`src/sac_pkg.sv`:
```
package sac_pkg;
    // register byte offsets
    localparam logic [11:0] SAC_OFS_CTRL = 12'h000;
    localparam logic [11:0] SAC_OFS_CHAN = 12'h004;
    localparam logic [11:0] SAC_OFS_RESULT = 12'h008;
    localparam logic [11:0] SAC_OFS_STATUS = 12'h00C;
    localparam logic [11:0] SAC_OFS_DAC = 12'h010;
    // reset values
    localparam logic [15:0] SAC_CTRL_RST = 16'h0600;
    localparam logic [4:0] SAC_CHAN_RST = 5'h00;
    localparam logic [11:0] SAC_DAC_RST = 12'h000;
    // control word field positions
    localparam int SAC_CTRL_CLK_LSB = 10;
    localparam int SAC_CTRL_ACQ_LSB = 8;
    localparam int SAC_CTRL_START_EN = 7;
    localparam int SAC_CTRL_BUSY_EN = 6;
    localparam int SAC_CTRL_POWER = 5;
    localparam int SAC_CTRL_MODE_LSB = 3;
    localparam int SAC_CTRL_TYPE_LSB = 0;
    // control word writable bits (15:13 reserved, read as zero)
    localparam logic [15:0] SAC_CTRL_MASK = 16'h1FFF;
    // result word field positions
    localparam int SAC_RES_LSB = 16;
    localparam int SAC_RES_MSB = 27;
    localparam int SAC_SIGN_LSB = 28;
    // status bits
    localparam int SAC_STAT_READY = 0;
    localparam int SAC_STAT_BUSY = 1;
    // internal temperature channel code
    localparam logic [4:0] SAC_CHAN_TEMP = 5'h10;
    // divider code above this saturates
    localparam logic [2:0] SAC_CLK_MAX = 3'h5;
    // input configurations
    typedef enum logic [1:0] {
        SAC_MODE_SINGLE = 2'h0,
        SAC_MODE_DIFF = 2'h1,
        SAC_MODE_PSEUDO = 2'h2
    } sac_mode_type;
    // conversion start sources
    typedef enum logic [2:0] {
        SAC_TRIG_NONE = 3'h0,
        SAC_TRIG_PIN = 3'h1,
        SAC_TRIG_TMR0 = 3'h2,
        SAC_TRIG_TMR1 = 3'h3,
        SAC_TRIG_SINGLE = 3'h4,
        SAC_TRIG_CONT = 3'h5,
        SAC_TRIG_PLA = 3'h6
    } sac_trig_type;
endpackage

```
`src/sac_stream_if.sv`:
```
`timescale 1ns/1ps
interface sac_stream_if #(
    parameter int W = 32
);
    logic valid;
    logic ready;
    logic [W-1:0] data;
    modport src(output valid, output data, input ready);
    modport snk(input valid, input data, output ready);
endinterface

```
`src/sac_buf2.sv`:
```
`timescale 1ns/1ps
module sac_buf2 #(
    parameter int W = 32,
    parameter int DEPTH = 2
) (
    // clock and reset
    input wire logic pclk,
    input wire logic presetn,
    // filling and draining sides
    sac_stream_if.snk in_s,
    sac_stream_if.src out_s
);
    localparam int PW = $clog2(DEPTH);
    localparam logic [PW:0] FULL_CNT = (PW+1)'(DEPTH); // full when every entry holds a word

    logic [W-1:0] mem_reg [DEPTH];
    logic [PW-1:0] wr_ptr_reg;
    logic [PW-1:0] rd_ptr_reg;
    logic [PW:0] count_reg;
    wire push = in_s.valid && in_s.ready;
    wire pop = out_s.valid && out_s.ready;

    // handshake flags
    assign in_s.ready = (count_reg != FULL_CNT);
    assign out_s.valid = (count_reg != '0);
    assign out_s.data = mem_reg[rd_ptr_reg];

    // one storage word per entry
    for (genvar i = 0; i < DEPTH; i++) begin : g_entry
        always_ff @(posedge pclk or negedge presetn) begin
            if (!presetn) begin
                mem_reg[i] <= '0;
            end else if (push && wr_ptr_reg == PW'(i)) begin
                mem_reg[i] <= in_s.data;
            end
        end
    end

    // pointers and fill level
    always_ff @(posedge pclk or negedge presetn) begin
        if (!presetn) begin
            wr_ptr_reg <= '0;
            rd_ptr_reg <= '0;
            count_reg <= '0;
        end else begin
            if (push) wr_ptr_reg <= wr_ptr_reg + PW'(1);
            if (pop) rd_ptr_reg <= rd_ptr_reg + PW'(1);
            count_reg <= count_reg + (PW+1)'(push) - (PW+1)'(pop);
        end
    end
endmodule

```
`src/sac_ctrl.sv`:
```
// Decided for this implementation: the placing of the registers and register access over APB.
`timescale 1ns/1ps
module sac_ctrl import sac_pkg::*; #(
    parameter int PAW = 12
) (
    // apb slave
    input wire logic pclk,
    input wire logic presetn,
    input wire logic [PAW-1:0] paddr,
    input wire logic psel,
    input wire logic penable,
    input wire logic pwrite,
    input wire logic [31:0] pwdata,
    output logic pready,
    output logic [31:0] prdata,
    output logic pslverr,
    // conversion triggers
    input wire logic external_conversion_start_pin_n,
    input wire logic programmable_logic_array_trig,
    input wire logic timer0_ovf,
    input wire logic timer1_ovf,
    // converter core
    input wire logic core_done,
    input wire logic [11:0] core_code,
    output logic core_start,
    output logic track,
    output logic [4:0] mux_sel,
    output logic temp_sel,
    output logic [1:0] input_mode,
    output logic power_up,
    output logic busy_pin,
    output logic conv_done,
    // analog output data
    output logic [11:0] dac_code
);
    typedef enum {ST_IDLE, ST_ACQ, ST_CONV, ST_PUSH} sac_state_type;

    sac_state_type state_reg, state_next;
    logic [15:0] ctrl_reg;
    logic [4:0] chan_reg;
    logic [31:0] result_reg;
    logic result_full_reg;
    logic [11:0] dac_reg;
    logic [31:0] prdata_reg;
    logic pready_reg, pslverr_reg;
    logic sw_go_reg;
    logic pin_s1_reg, pin_s2_reg, pin_s3_reg;
    logic pla_d_reg;
    logic [5:0] div_cnt_reg;
    logic [4:0] acq_cnt_reg;
    logic [1:0] mode_cap_reg;
    logic [31:0] word_reg;
    logic core_start_reg, track_reg, busy_pin_reg, conv_done_reg;
    logic temp_sel_reg;

    // two-entry buffer between conversion and result register
    sac_stream_if #(.W(32)) cin_if ();
    sac_stream_if #(.W(32)) cout_if ();
    sac_buf2 #(.W(32), .DEPTH(2)) u_buf (
        .pclk(pclk),
        .presetn(presetn),
        .in_s(cin_if.snk),
        .out_s(cout_if.src)
    );

    // control field decode
    wire [2:0] clk_code = ctrl_reg[SAC_CTRL_CLK_LSB +: 3];
    wire [1:0] acq_code = ctrl_reg[SAC_CTRL_ACQ_LSB +: 2];
    wire start_en = ctrl_reg[SAC_CTRL_START_EN];
    wire busy_en = ctrl_reg[SAC_CTRL_BUSY_EN];
    wire pwr_on = ctrl_reg[SAC_CTRL_POWER];
    wire [1:0] mode_sel = ctrl_reg[SAC_CTRL_MODE_LSB +: 2];
    wire [2:0] trig_sel = ctrl_reg[SAC_CTRL_TYPE_LSB +: 3];

    // apb decode
    wire setup = psel && !penable;
    wire acc = psel && penable && pready_reg;
    wire wr = acc && pwrite;
    wire [11:0] addr12 = 12'(paddr);
    wire hit_ctrl = (addr12 == SAC_OFS_CTRL);
    wire hit_chan = (addr12 == SAC_OFS_CHAN);
    wire hit_res = (addr12 == SAC_OFS_RESULT);
    wire hit_stat = (addr12 == SAC_OFS_STATUS);
    wire hit_dac = (addr12 == SAC_OFS_DAC);
    wire hit_any = hit_ctrl || hit_chan || hit_res || hit_stat || hit_dac;
    wire rd_res = acc && !pwrite && hit_res;

    // adc clock tick: divide by 1, 2, 4 .. 32
    wire [2:0] clk_sat = (clk_code > SAC_CLK_MAX) ? SAC_CLK_MAX : clk_code;
    wire [5:0] div_val = 6'h01 << clk_sat;
    wire tick = (div_cnt_reg == div_val - 6'h01);
    // acquisition length 2, 4, 8 or 16 adc clocks
    wire [4:0] acq_val = 5'h02 << acq_code;
    wire acq_end = tick && (acq_cnt_reg == acq_val - 5'h01);

    // trigger sources: pin falls, logic array rises, timer pulses
    wire pin_fall = pin_s3_reg && !pin_s2_reg;
    wire pla_rise = programmable_logic_array_trig && !pla_d_reg;
    wire hw_trig = (trig_sel == SAC_TRIG_PIN && pin_fall)
        || (trig_sel == SAC_TRIG_PLA && pla_rise)
        || (trig_sel == SAC_TRIG_TMR0 && timer0_ovf)
        || (trig_sel == SAC_TRIG_TMR1 && timer1_ovf);
    // new starts need start enable and power
    wire start_req = start_en && pwr_on && (sw_go_reg || hw_trig);
    // continuous mode keeps going without start enable
    wire cont_more = (trig_sel == SAC_TRIG_CONT) && pwr_on;
    wire is_sw_type = (pwdata[2:0] == SAC_TRIG_SINGLE) || (pwdata[2:0] == SAC_TRIG_CONT);

    // register write strobes
    wire wr_ctrl = wr && hit_ctrl;
    wire wr_chan = wr && hit_chan;
    wire wr_dac = wr && hit_dac;
    wire sw_go_set = wr_ctrl && pwdata[SAC_CTRL_START_EN] && is_sw_type;

    // result formatting
    wire diff_cap = (mode_cap_reg == SAC_MODE_DIFF);
    wire [11:0] res12 = diff_cap ? {~core_code[11], core_code[10:0]} : core_code;
    wire res_sign = diff_cap && res12[11];
    wire [31:0] fmt_word = {{4{res_sign}}, res12, 16'h0000};

    // buffer hookup
    assign cin_if.valid = (state_reg == ST_PUSH);
    assign cin_if.data = word_reg;
    assign cout_if.ready = !result_full_reg;
    wire res_load = cout_if.valid && !result_full_reg;

    // sequencer phase decode
    wire seq_idle = (state_reg == ST_IDLE);
    wire acq_enter = (state_next == ST_ACQ) && (state_reg != ST_ACQ);
    wire word_take = (state_reg == ST_CONV) && core_done;

    // sequencer next state
    always_comb begin
        state_next = state_reg;
        case (state_reg)
            ST_IDLE: begin
                if (start_req) state_next = ST_ACQ;
            end
            ST_ACQ: begin
                if (acq_end) state_next = ST_CONV;
            end
            ST_CONV: begin
                if (core_done) state_next = ST_PUSH;
            end
            ST_PUSH: begin
                if (cin_if.ready) state_next = cont_more ? ST_ACQ : ST_IDLE;
            end
            default: state_next = ST_IDLE;
        endcase
    end

    // sequencer state and counters
    always_ff @(posedge pclk or negedge presetn) begin
        if (!presetn) begin
            state_reg <= ST_IDLE;
            div_cnt_reg <= '0;
            acq_cnt_reg <= '0;
        end else begin
            state_reg <= state_next;
            div_cnt_reg <= (tick || state_reg != ST_ACQ) ? 6'h00 : div_cnt_reg + 6'h01;
            if (state_reg != ST_ACQ) acq_cnt_reg <= '0;
            else if (tick) acq_cnt_reg <= acq_cnt_reg + 5'h01;
        end
    end

    // capture mode at start, result word on core done
    always_ff @(posedge pclk or negedge presetn) begin
        if (!presetn) begin
            mode_cap_reg <= SAC_MODE_SINGLE;
            word_reg <= '0;
        end else begin
            if (acq_enter) mode_cap_reg <= mode_sel;
            if (word_take) word_reg <= fmt_word;
        end
    end

    // core and pin strobes
    always_ff @(posedge pclk or negedge presetn) begin
        if (!presetn) begin
            core_start_reg <= 1'b0;
            track_reg <= 1'b0;
            busy_pin_reg <= 1'b0;
        end else begin
            core_start_reg <= (state_reg == ST_ACQ) && acq_end;
            track_reg <= (state_next == ST_ACQ);
            busy_pin_reg <= busy_en && (state_next != ST_IDLE);
        end
    end

    // pin synchroniser and edge history
    always_ff @(posedge pclk or negedge presetn) begin
        if (!presetn) begin
            pin_s1_reg <= 1'b1;
            pin_s2_reg <= 1'b1;
            pin_s3_reg <= 1'b1;
            pla_d_reg <= 1'b0;
        end else begin
            pin_s1_reg <= external_conversion_start_pin_n;
            pin_s2_reg <= pin_s1_reg;
            pin_s3_reg <= pin_s2_reg;
            pla_d_reg <= programmable_logic_array_trig;
        end
    end

    // software registers
    always_ff @(posedge pclk or negedge presetn) begin
        if (!presetn) begin
            ctrl_reg <= SAC_CTRL_RST;
            chan_reg <= SAC_CHAN_RST;
            dac_reg <= SAC_DAC_RST;
            sw_go_reg <= 1'b0;
        end else begin
            if (wr_ctrl) ctrl_reg <= pwdata[15:0] & SAC_CTRL_MASK;
            if (wr_chan) chan_reg <= pwdata[4:0];
            if (wr_dac) dac_reg <= pwdata[SAC_RES_MSB:SAC_RES_LSB];
            // software go, held until a start request or the next control write clears it
            if (sw_go_set) sw_go_reg <= 1'b1;
            else if (start_req || wr_ctrl) sw_go_reg <= 1'b0;
        end
    end

    // result register and completion flag, load wins over read
    always_ff @(posedge pclk or negedge presetn) begin
        if (!presetn) begin
            result_reg <= '0;
            result_full_reg <= 1'b0;
            conv_done_reg <= 1'b0;
        end else begin
            if (res_load) result_reg <= cout_if.data;
            if (res_load) result_full_reg <= 1'b1;
            else if (rd_res) result_full_reg <= 1'b0;
            conv_done_reg <= res_load;
        end
    end

    // temperature channel flag, loaded with the channel write
    always_ff @(posedge pclk or negedge presetn) begin
        if (!presetn) begin
            temp_sel_reg <= (SAC_CHAN_RST == SAC_CHAN_TEMP);
        end else if (wr_chan) begin
            temp_sel_reg <= (pwdata[4:0] == SAC_CHAN_TEMP);
        end
    end

    // status word: ready flag and sequencer activity
    wire conv_busy = !seq_idle;
    wire [31:0] stat_word = {30'h0, conv_busy, result_full_reg};

    // read data mux
    wire [31:0] rd_mux = hit_ctrl ? {16'h0000, ctrl_reg}
        : hit_chan ? {27'h0, chan_reg}
        : hit_res ? result_reg
        : hit_stat ? stat_word
        : hit_dac ? {4'h0, dac_reg, 16'h0000}
        : 32'h0000_0000;

    // apb answer: data latched in setup, ready in access
    always_ff @(posedge pclk or negedge presetn) begin
        if (!presetn) begin
            pready_reg <= 1'b0;
            pslverr_reg <= 1'b0;
            prdata_reg <= '0;
        end else begin
            pready_reg <= setup;
            pslverr_reg <= setup && !hit_any;
            if (setup && !pwrite) prdata_reg <= rd_mux;
        end
    end

    // bus answer
    assign pready = pready_reg;
    assign pslverr = pslverr_reg;
    assign prdata = prdata_reg;

    // converter controls
    assign core_start = core_start_reg;
    assign track = track_reg;
    assign mux_sel = chan_reg;
    assign temp_sel = temp_sel_reg;
    assign input_mode = mode_sel;
    assign power_up = pwr_on;
    assign busy_pin = busy_pin_reg;
    assign conv_done = conv_done_reg;

    // analog output
    assign dac_code = dac_reg;
endmodule

```
`config.mk`:
```
export PLATFORM = sky130hd
export DESIGN_NAME = sac_ctrl
export DESIGN_NICKNAME = d
export VERILOG_FILES = /design/src/sac_pkg.sv /design/src/sac_stream_if.sv /design/src/sac_buf2.sv /design/src/sac_ctrl.sv
export SDC_FILE = /design/constraint.sdc
export NUM_CORES = 1
export LEC_CHECK = 0
export BUFFER_PORTS_ARGS = -buffer_cell sky130_fd_sc_hd__buf_4
export CAP_MARGIN = 20
export CORE_ASPECT_RATIO = 1.25
export CORE_MARGIN = 2
export CORE_UTILIZATION = 60
export DETAILED_ROUTE_END_ITERATION = 8
export PLACE_DENSITY = 0.83
export RECOVER_POWER = 100
export SETUP_SLACK_MARGIN = 0.02
export SYNTH_ARGS = -nofsm -noshare
export SYNTH_HDL_FRONTEND = slang
export SYNTH_SLANG_ARGS = --single-unit
export TNS_END_PERCENT = 50
```
`constraint.sdc`:
```
create_clock -name pclk -period 4 [get_ports pclk]
set_clock_uncertainty 0.05 [all_clocks]
set_input_delay 0.8 -clock pclk [delete_from_list [all_inputs] [get_ports pclk]]
set_output_delay 0.8 -clock pclk [all_outputs]
set_load 0.03 [all_outputs]
```
==> results.md <==
* Mux share of post-synthesis cell area at 0.152
* Tightest Pin Transition at 2.00 ns
* Filler cell count in the final layout at 858
* Vias at 4690
* FF-to-FF End: u_buf.mem_reg[58]
* Final #Nets at 731
* Vias in the first global route at 5031
* Hold Buf Count CTS at 0
* Setup bufs post-CTS at 0
* Number of flip-flops under the largest register name at 32
* Die height at 127 µm
* Total power at 0.00363 W
* GR Util All Layers at 0.257
* Length in cells of the worst reg-to-reg path at 5
* HP Class: in -> async
* PwrDens at 428 nW/µm²
* Fraction of layout cells with a size suffix above 1 at 0.227
* Main synth FF type: dfrtp_1
* DRT iter0 DRCs at 367
* P_sw at 0.000789 W
* Core area at 11700 µm²
* Kind of critical path: reg -> reg
* Fmax at 326 MHz
* GP Congestion at 0.816
* Clock buffer depth at 2
* RSZ-0062 raised after global routing: false
* Register bit total from synthesis at 170
* Routed wire length per instance at 18.7 µm
* Worst-path fanout max at 12
* Die area at 13000 µm²
* Internal at 0.00284 W
* CTS tree: yes
* Width of the die at 102 µm
* Kind of start point of the critical path: register
* Reg-to-reg startpoint: state_reg[26]
* Post-route DRC at 0
* Number of synthesized flops with an enable pin at 0
* Xor-xnor portion of the synthesized cell area at 0.0109
* Register-to-register setup slack at 0.94 ns
* Net Sw Frac at 0.218
* Initial antenna violation count at 0
* CTS HTree Levels at 4
* Vias per cell at 5.62
* First-pass GRT wire length at 25300 µm
* Failing checks: capacitance limit, slew limit
* Slew headroom at -0.336
* Distinct cells, synth at 62
* Cells after Synth at 521
* # resized after CTS at 0
* Layout Area Growth over Synthesis at 17.2%
* Post-route setup TNS at 0 ns
* Endpoints failing hold at 0
* Antenna cells at 0
* CTS buffer count at 17
* Syn Area/Cell at 13.9 µm²
* Crit path DAT at 3.31 ns
* Compound-gate portion of the synthesized area at 0.0770
* Final max-slew violation count at 138
* Detailed placement HPWL at 10500 µm
* Status: finished, violations left
* Largest net degree at the start of global routing at 83
* Core Rows at 44
* Highest ir drop seen on vdd at 0.286 mV
* Final WL at 15600 µm
* CP required at 4.25 ns
* Largest family of logic cells by synthesized area: multiplexers
* Sequential share of power at 0.483
* Post-Synth Adder-Cell Area at 0.00865
* Yosys Warn Count at 0
* Fin crit period at 3.06 ns
* Grt ovf at 0
* DRT antenna net count at 0
* Register area share after synthesis at 0.589
* Worst-skew pair later-pin latency at 0.43 ns
* FFs w/ async S/R, synth at 1.00
* I/O Pins at 125
* Mapped Area at 7230 µm²
* Clock Sinks at 170
* CP endpoint kind: register
* Lkg Pwr at 4.06 nW
* Clock network power share at 0.486
* Fin crit share at 0.766
* Clk root buf: clkbuf_16
* Starting Density at 0.620
* DR pass1 iterations at 4
* Reg clk slew, reported paths at 0.06 ns
* Setup violation total in the final timing report at 0
* Post-Synth Simple-Gate Area at 0.127
* Maxcap violations at 3
* Buffers on Ports at 114
* Combinational share of power at 0.031
-- per-stage QoR --
step	hold slack, ns	setup slack, ns	area, µm²	util	std cells
after detailed placement	0.297	1.02	8250	0.706	801
after floorplan	0.295	1.63	7350	-	553
after global routing	0.280	0.801	8480	0.726	834
final	0.253	0.937	8480	0.726	834
after CTS	0.268	1.32	8890	0.761	833
after global placement	0.297	1.11	8250	0.706	801
-- how the worst max path moves through the flow --
stage	start	endpoint	slack (ns)	cells past startpoint
floorplan	paddr[0]	ctrl_reg[0]	1.63	6
global placement	paddr[0]	dac_code[4]	1.11	6
finish	state_reg[26]	u_buf.mem_reg[58]	0.94	5
detailed placement	paddr[0]	dac_code[4]	1.02	6
global route	ctrl_reg[10]	div_cnt_reg[3]	0.80	5
CTS	state_reg[26]	u_buf.mem_reg[48]	1.32	4
-- critical path: stages, from the launching register on --
cell and delay [ns]:
dfrtp_1 0.36, nor4_1 0.34, nand4_1 0.41, nor4_1 0.72, clkbuf_1 0.64, mux2_1 0.40
-- area by class of cell --
class	count	area, µm²	share of cell area
Multi-Input combinational cell	342	2670	0.315
Clock buffer	20	467	0.0551
Sequential cell	170	4260	0.503
Timing Repair Buffer	119	669	0.0790
Clock inverter	12	174	0.0205
Inverter	10	37.5	0.00443
Tap cell	161	201	0.0238
-- power by group through the flow --
stage	clock, W	sequential (W)	combinational (W)
CTS	0.00178	0.00175	0.000119
finish	0.00176	0.00175	0.000111
global route	0.00187	0.00175	0.000127
detailed placement	0	0.00179	0.000118
floorplan	0	0.00179	0.0000294
global placement	0	0.00178	0.000115
-- cells by family (layout without fill, tap and decap cells) --
logic type,after synthesis,in the layout
compound gates,76,76
xor+xnor,9,9
fa+ha+maj,5,5
buf+inv,41,161
flops,170,170
mux,90,90
other cells,1,33
simple gates,129,129
-- Yosys cell counts (2+ instances only) --
cell / instances / share of area
a21boi_0: 4 / 0.0042
a21oi_1: 9 / 0.0062
a221o_1: 12 / 0.017
a22o_1: 9 / 0.011
a311o_1: 2 / 0.0028
and3_1: 18 / 0.016
and4b_1: 2 / 0.0028
buf_2: 7 / 0.0048
buf_4: 9 / 0.0093
buf_6: 2 / 0.0031
buf_8: 2 / 0.0042
clkbuf_1: 9 / 0.0047
dfrtp_1: 165 / 0.57
dfstp_2: 5 / 0.018
ha_1: 5 / 0.0087
inv_1: 10 / 0.0052
mux2_2: 41 / 0.064
mux2_4: 29 / 0.060
mux2i_1: 20 / 0.028
nand2_1: 31 / 0.016
nand2b_1: 7 / 0.0061
nand3_1: 8 / 0.0055
nand3b_1: 2 / 0.0021
nand4_4: 2 / 0.0059
nor2_1: 17 / 0.0088
nor2b_1: 2 / 0.0017
nor3_1: 3 / 0.0021
nor3_4: 2 / 0.0045
nor4_1: 4 / 0.0035
nor4_4: 9 / 0.026
nor4b_1: 3 / 0.0036
o21a_1: 2 / 0.0021
o21ai_0: 22 / 0.015
o21bai_1: 2 / 0.0021
o31ai_1: 6 / 0.0062
or3_1: 3 / 0.0026
or4_1: 4 / 0.0042
xnor2_1: 5 / 0.0061
xor2_1: 4 / 0.0048
-- layer usage --
metal | vias to the layer above | GRT usage | part of all wire
li1 | 2122 | - | -
met1 | 2396 | 0.340 | 0.42
met2 | 156 | 0.429 | 0.51
met3 | 16 | 0.0545 | 0.055
met4 | 0 | 0.0776 | 0.015
met5 | - | 0 | 0
-- placed cells by master, fill, tap and decap left out, types with 6 or more instances in the layout --
cell	synthesis	routed
buf_4	9	53
a221o_1	12	12
clkbuf_1	9	60
dfrtp_1	165	165
clkbuf_16	0	17
mux2_1	0	25
o21ai_0	22	22
inv_1	10	10
o31ai_1	6	6
nor2_1	17	18
and3_1	18	18
nor4_4	9	7
nor4_1	4	6
nand2b_1	7	7
mux2i_1	20	20
a21oi_1	9	9
mux2_2	41	41
nand3_1	8	9
conb_1	1	33
nand2_1	31	31
a22o_1	9	9
Note: power is estimated with default switching activity, not from simulation.
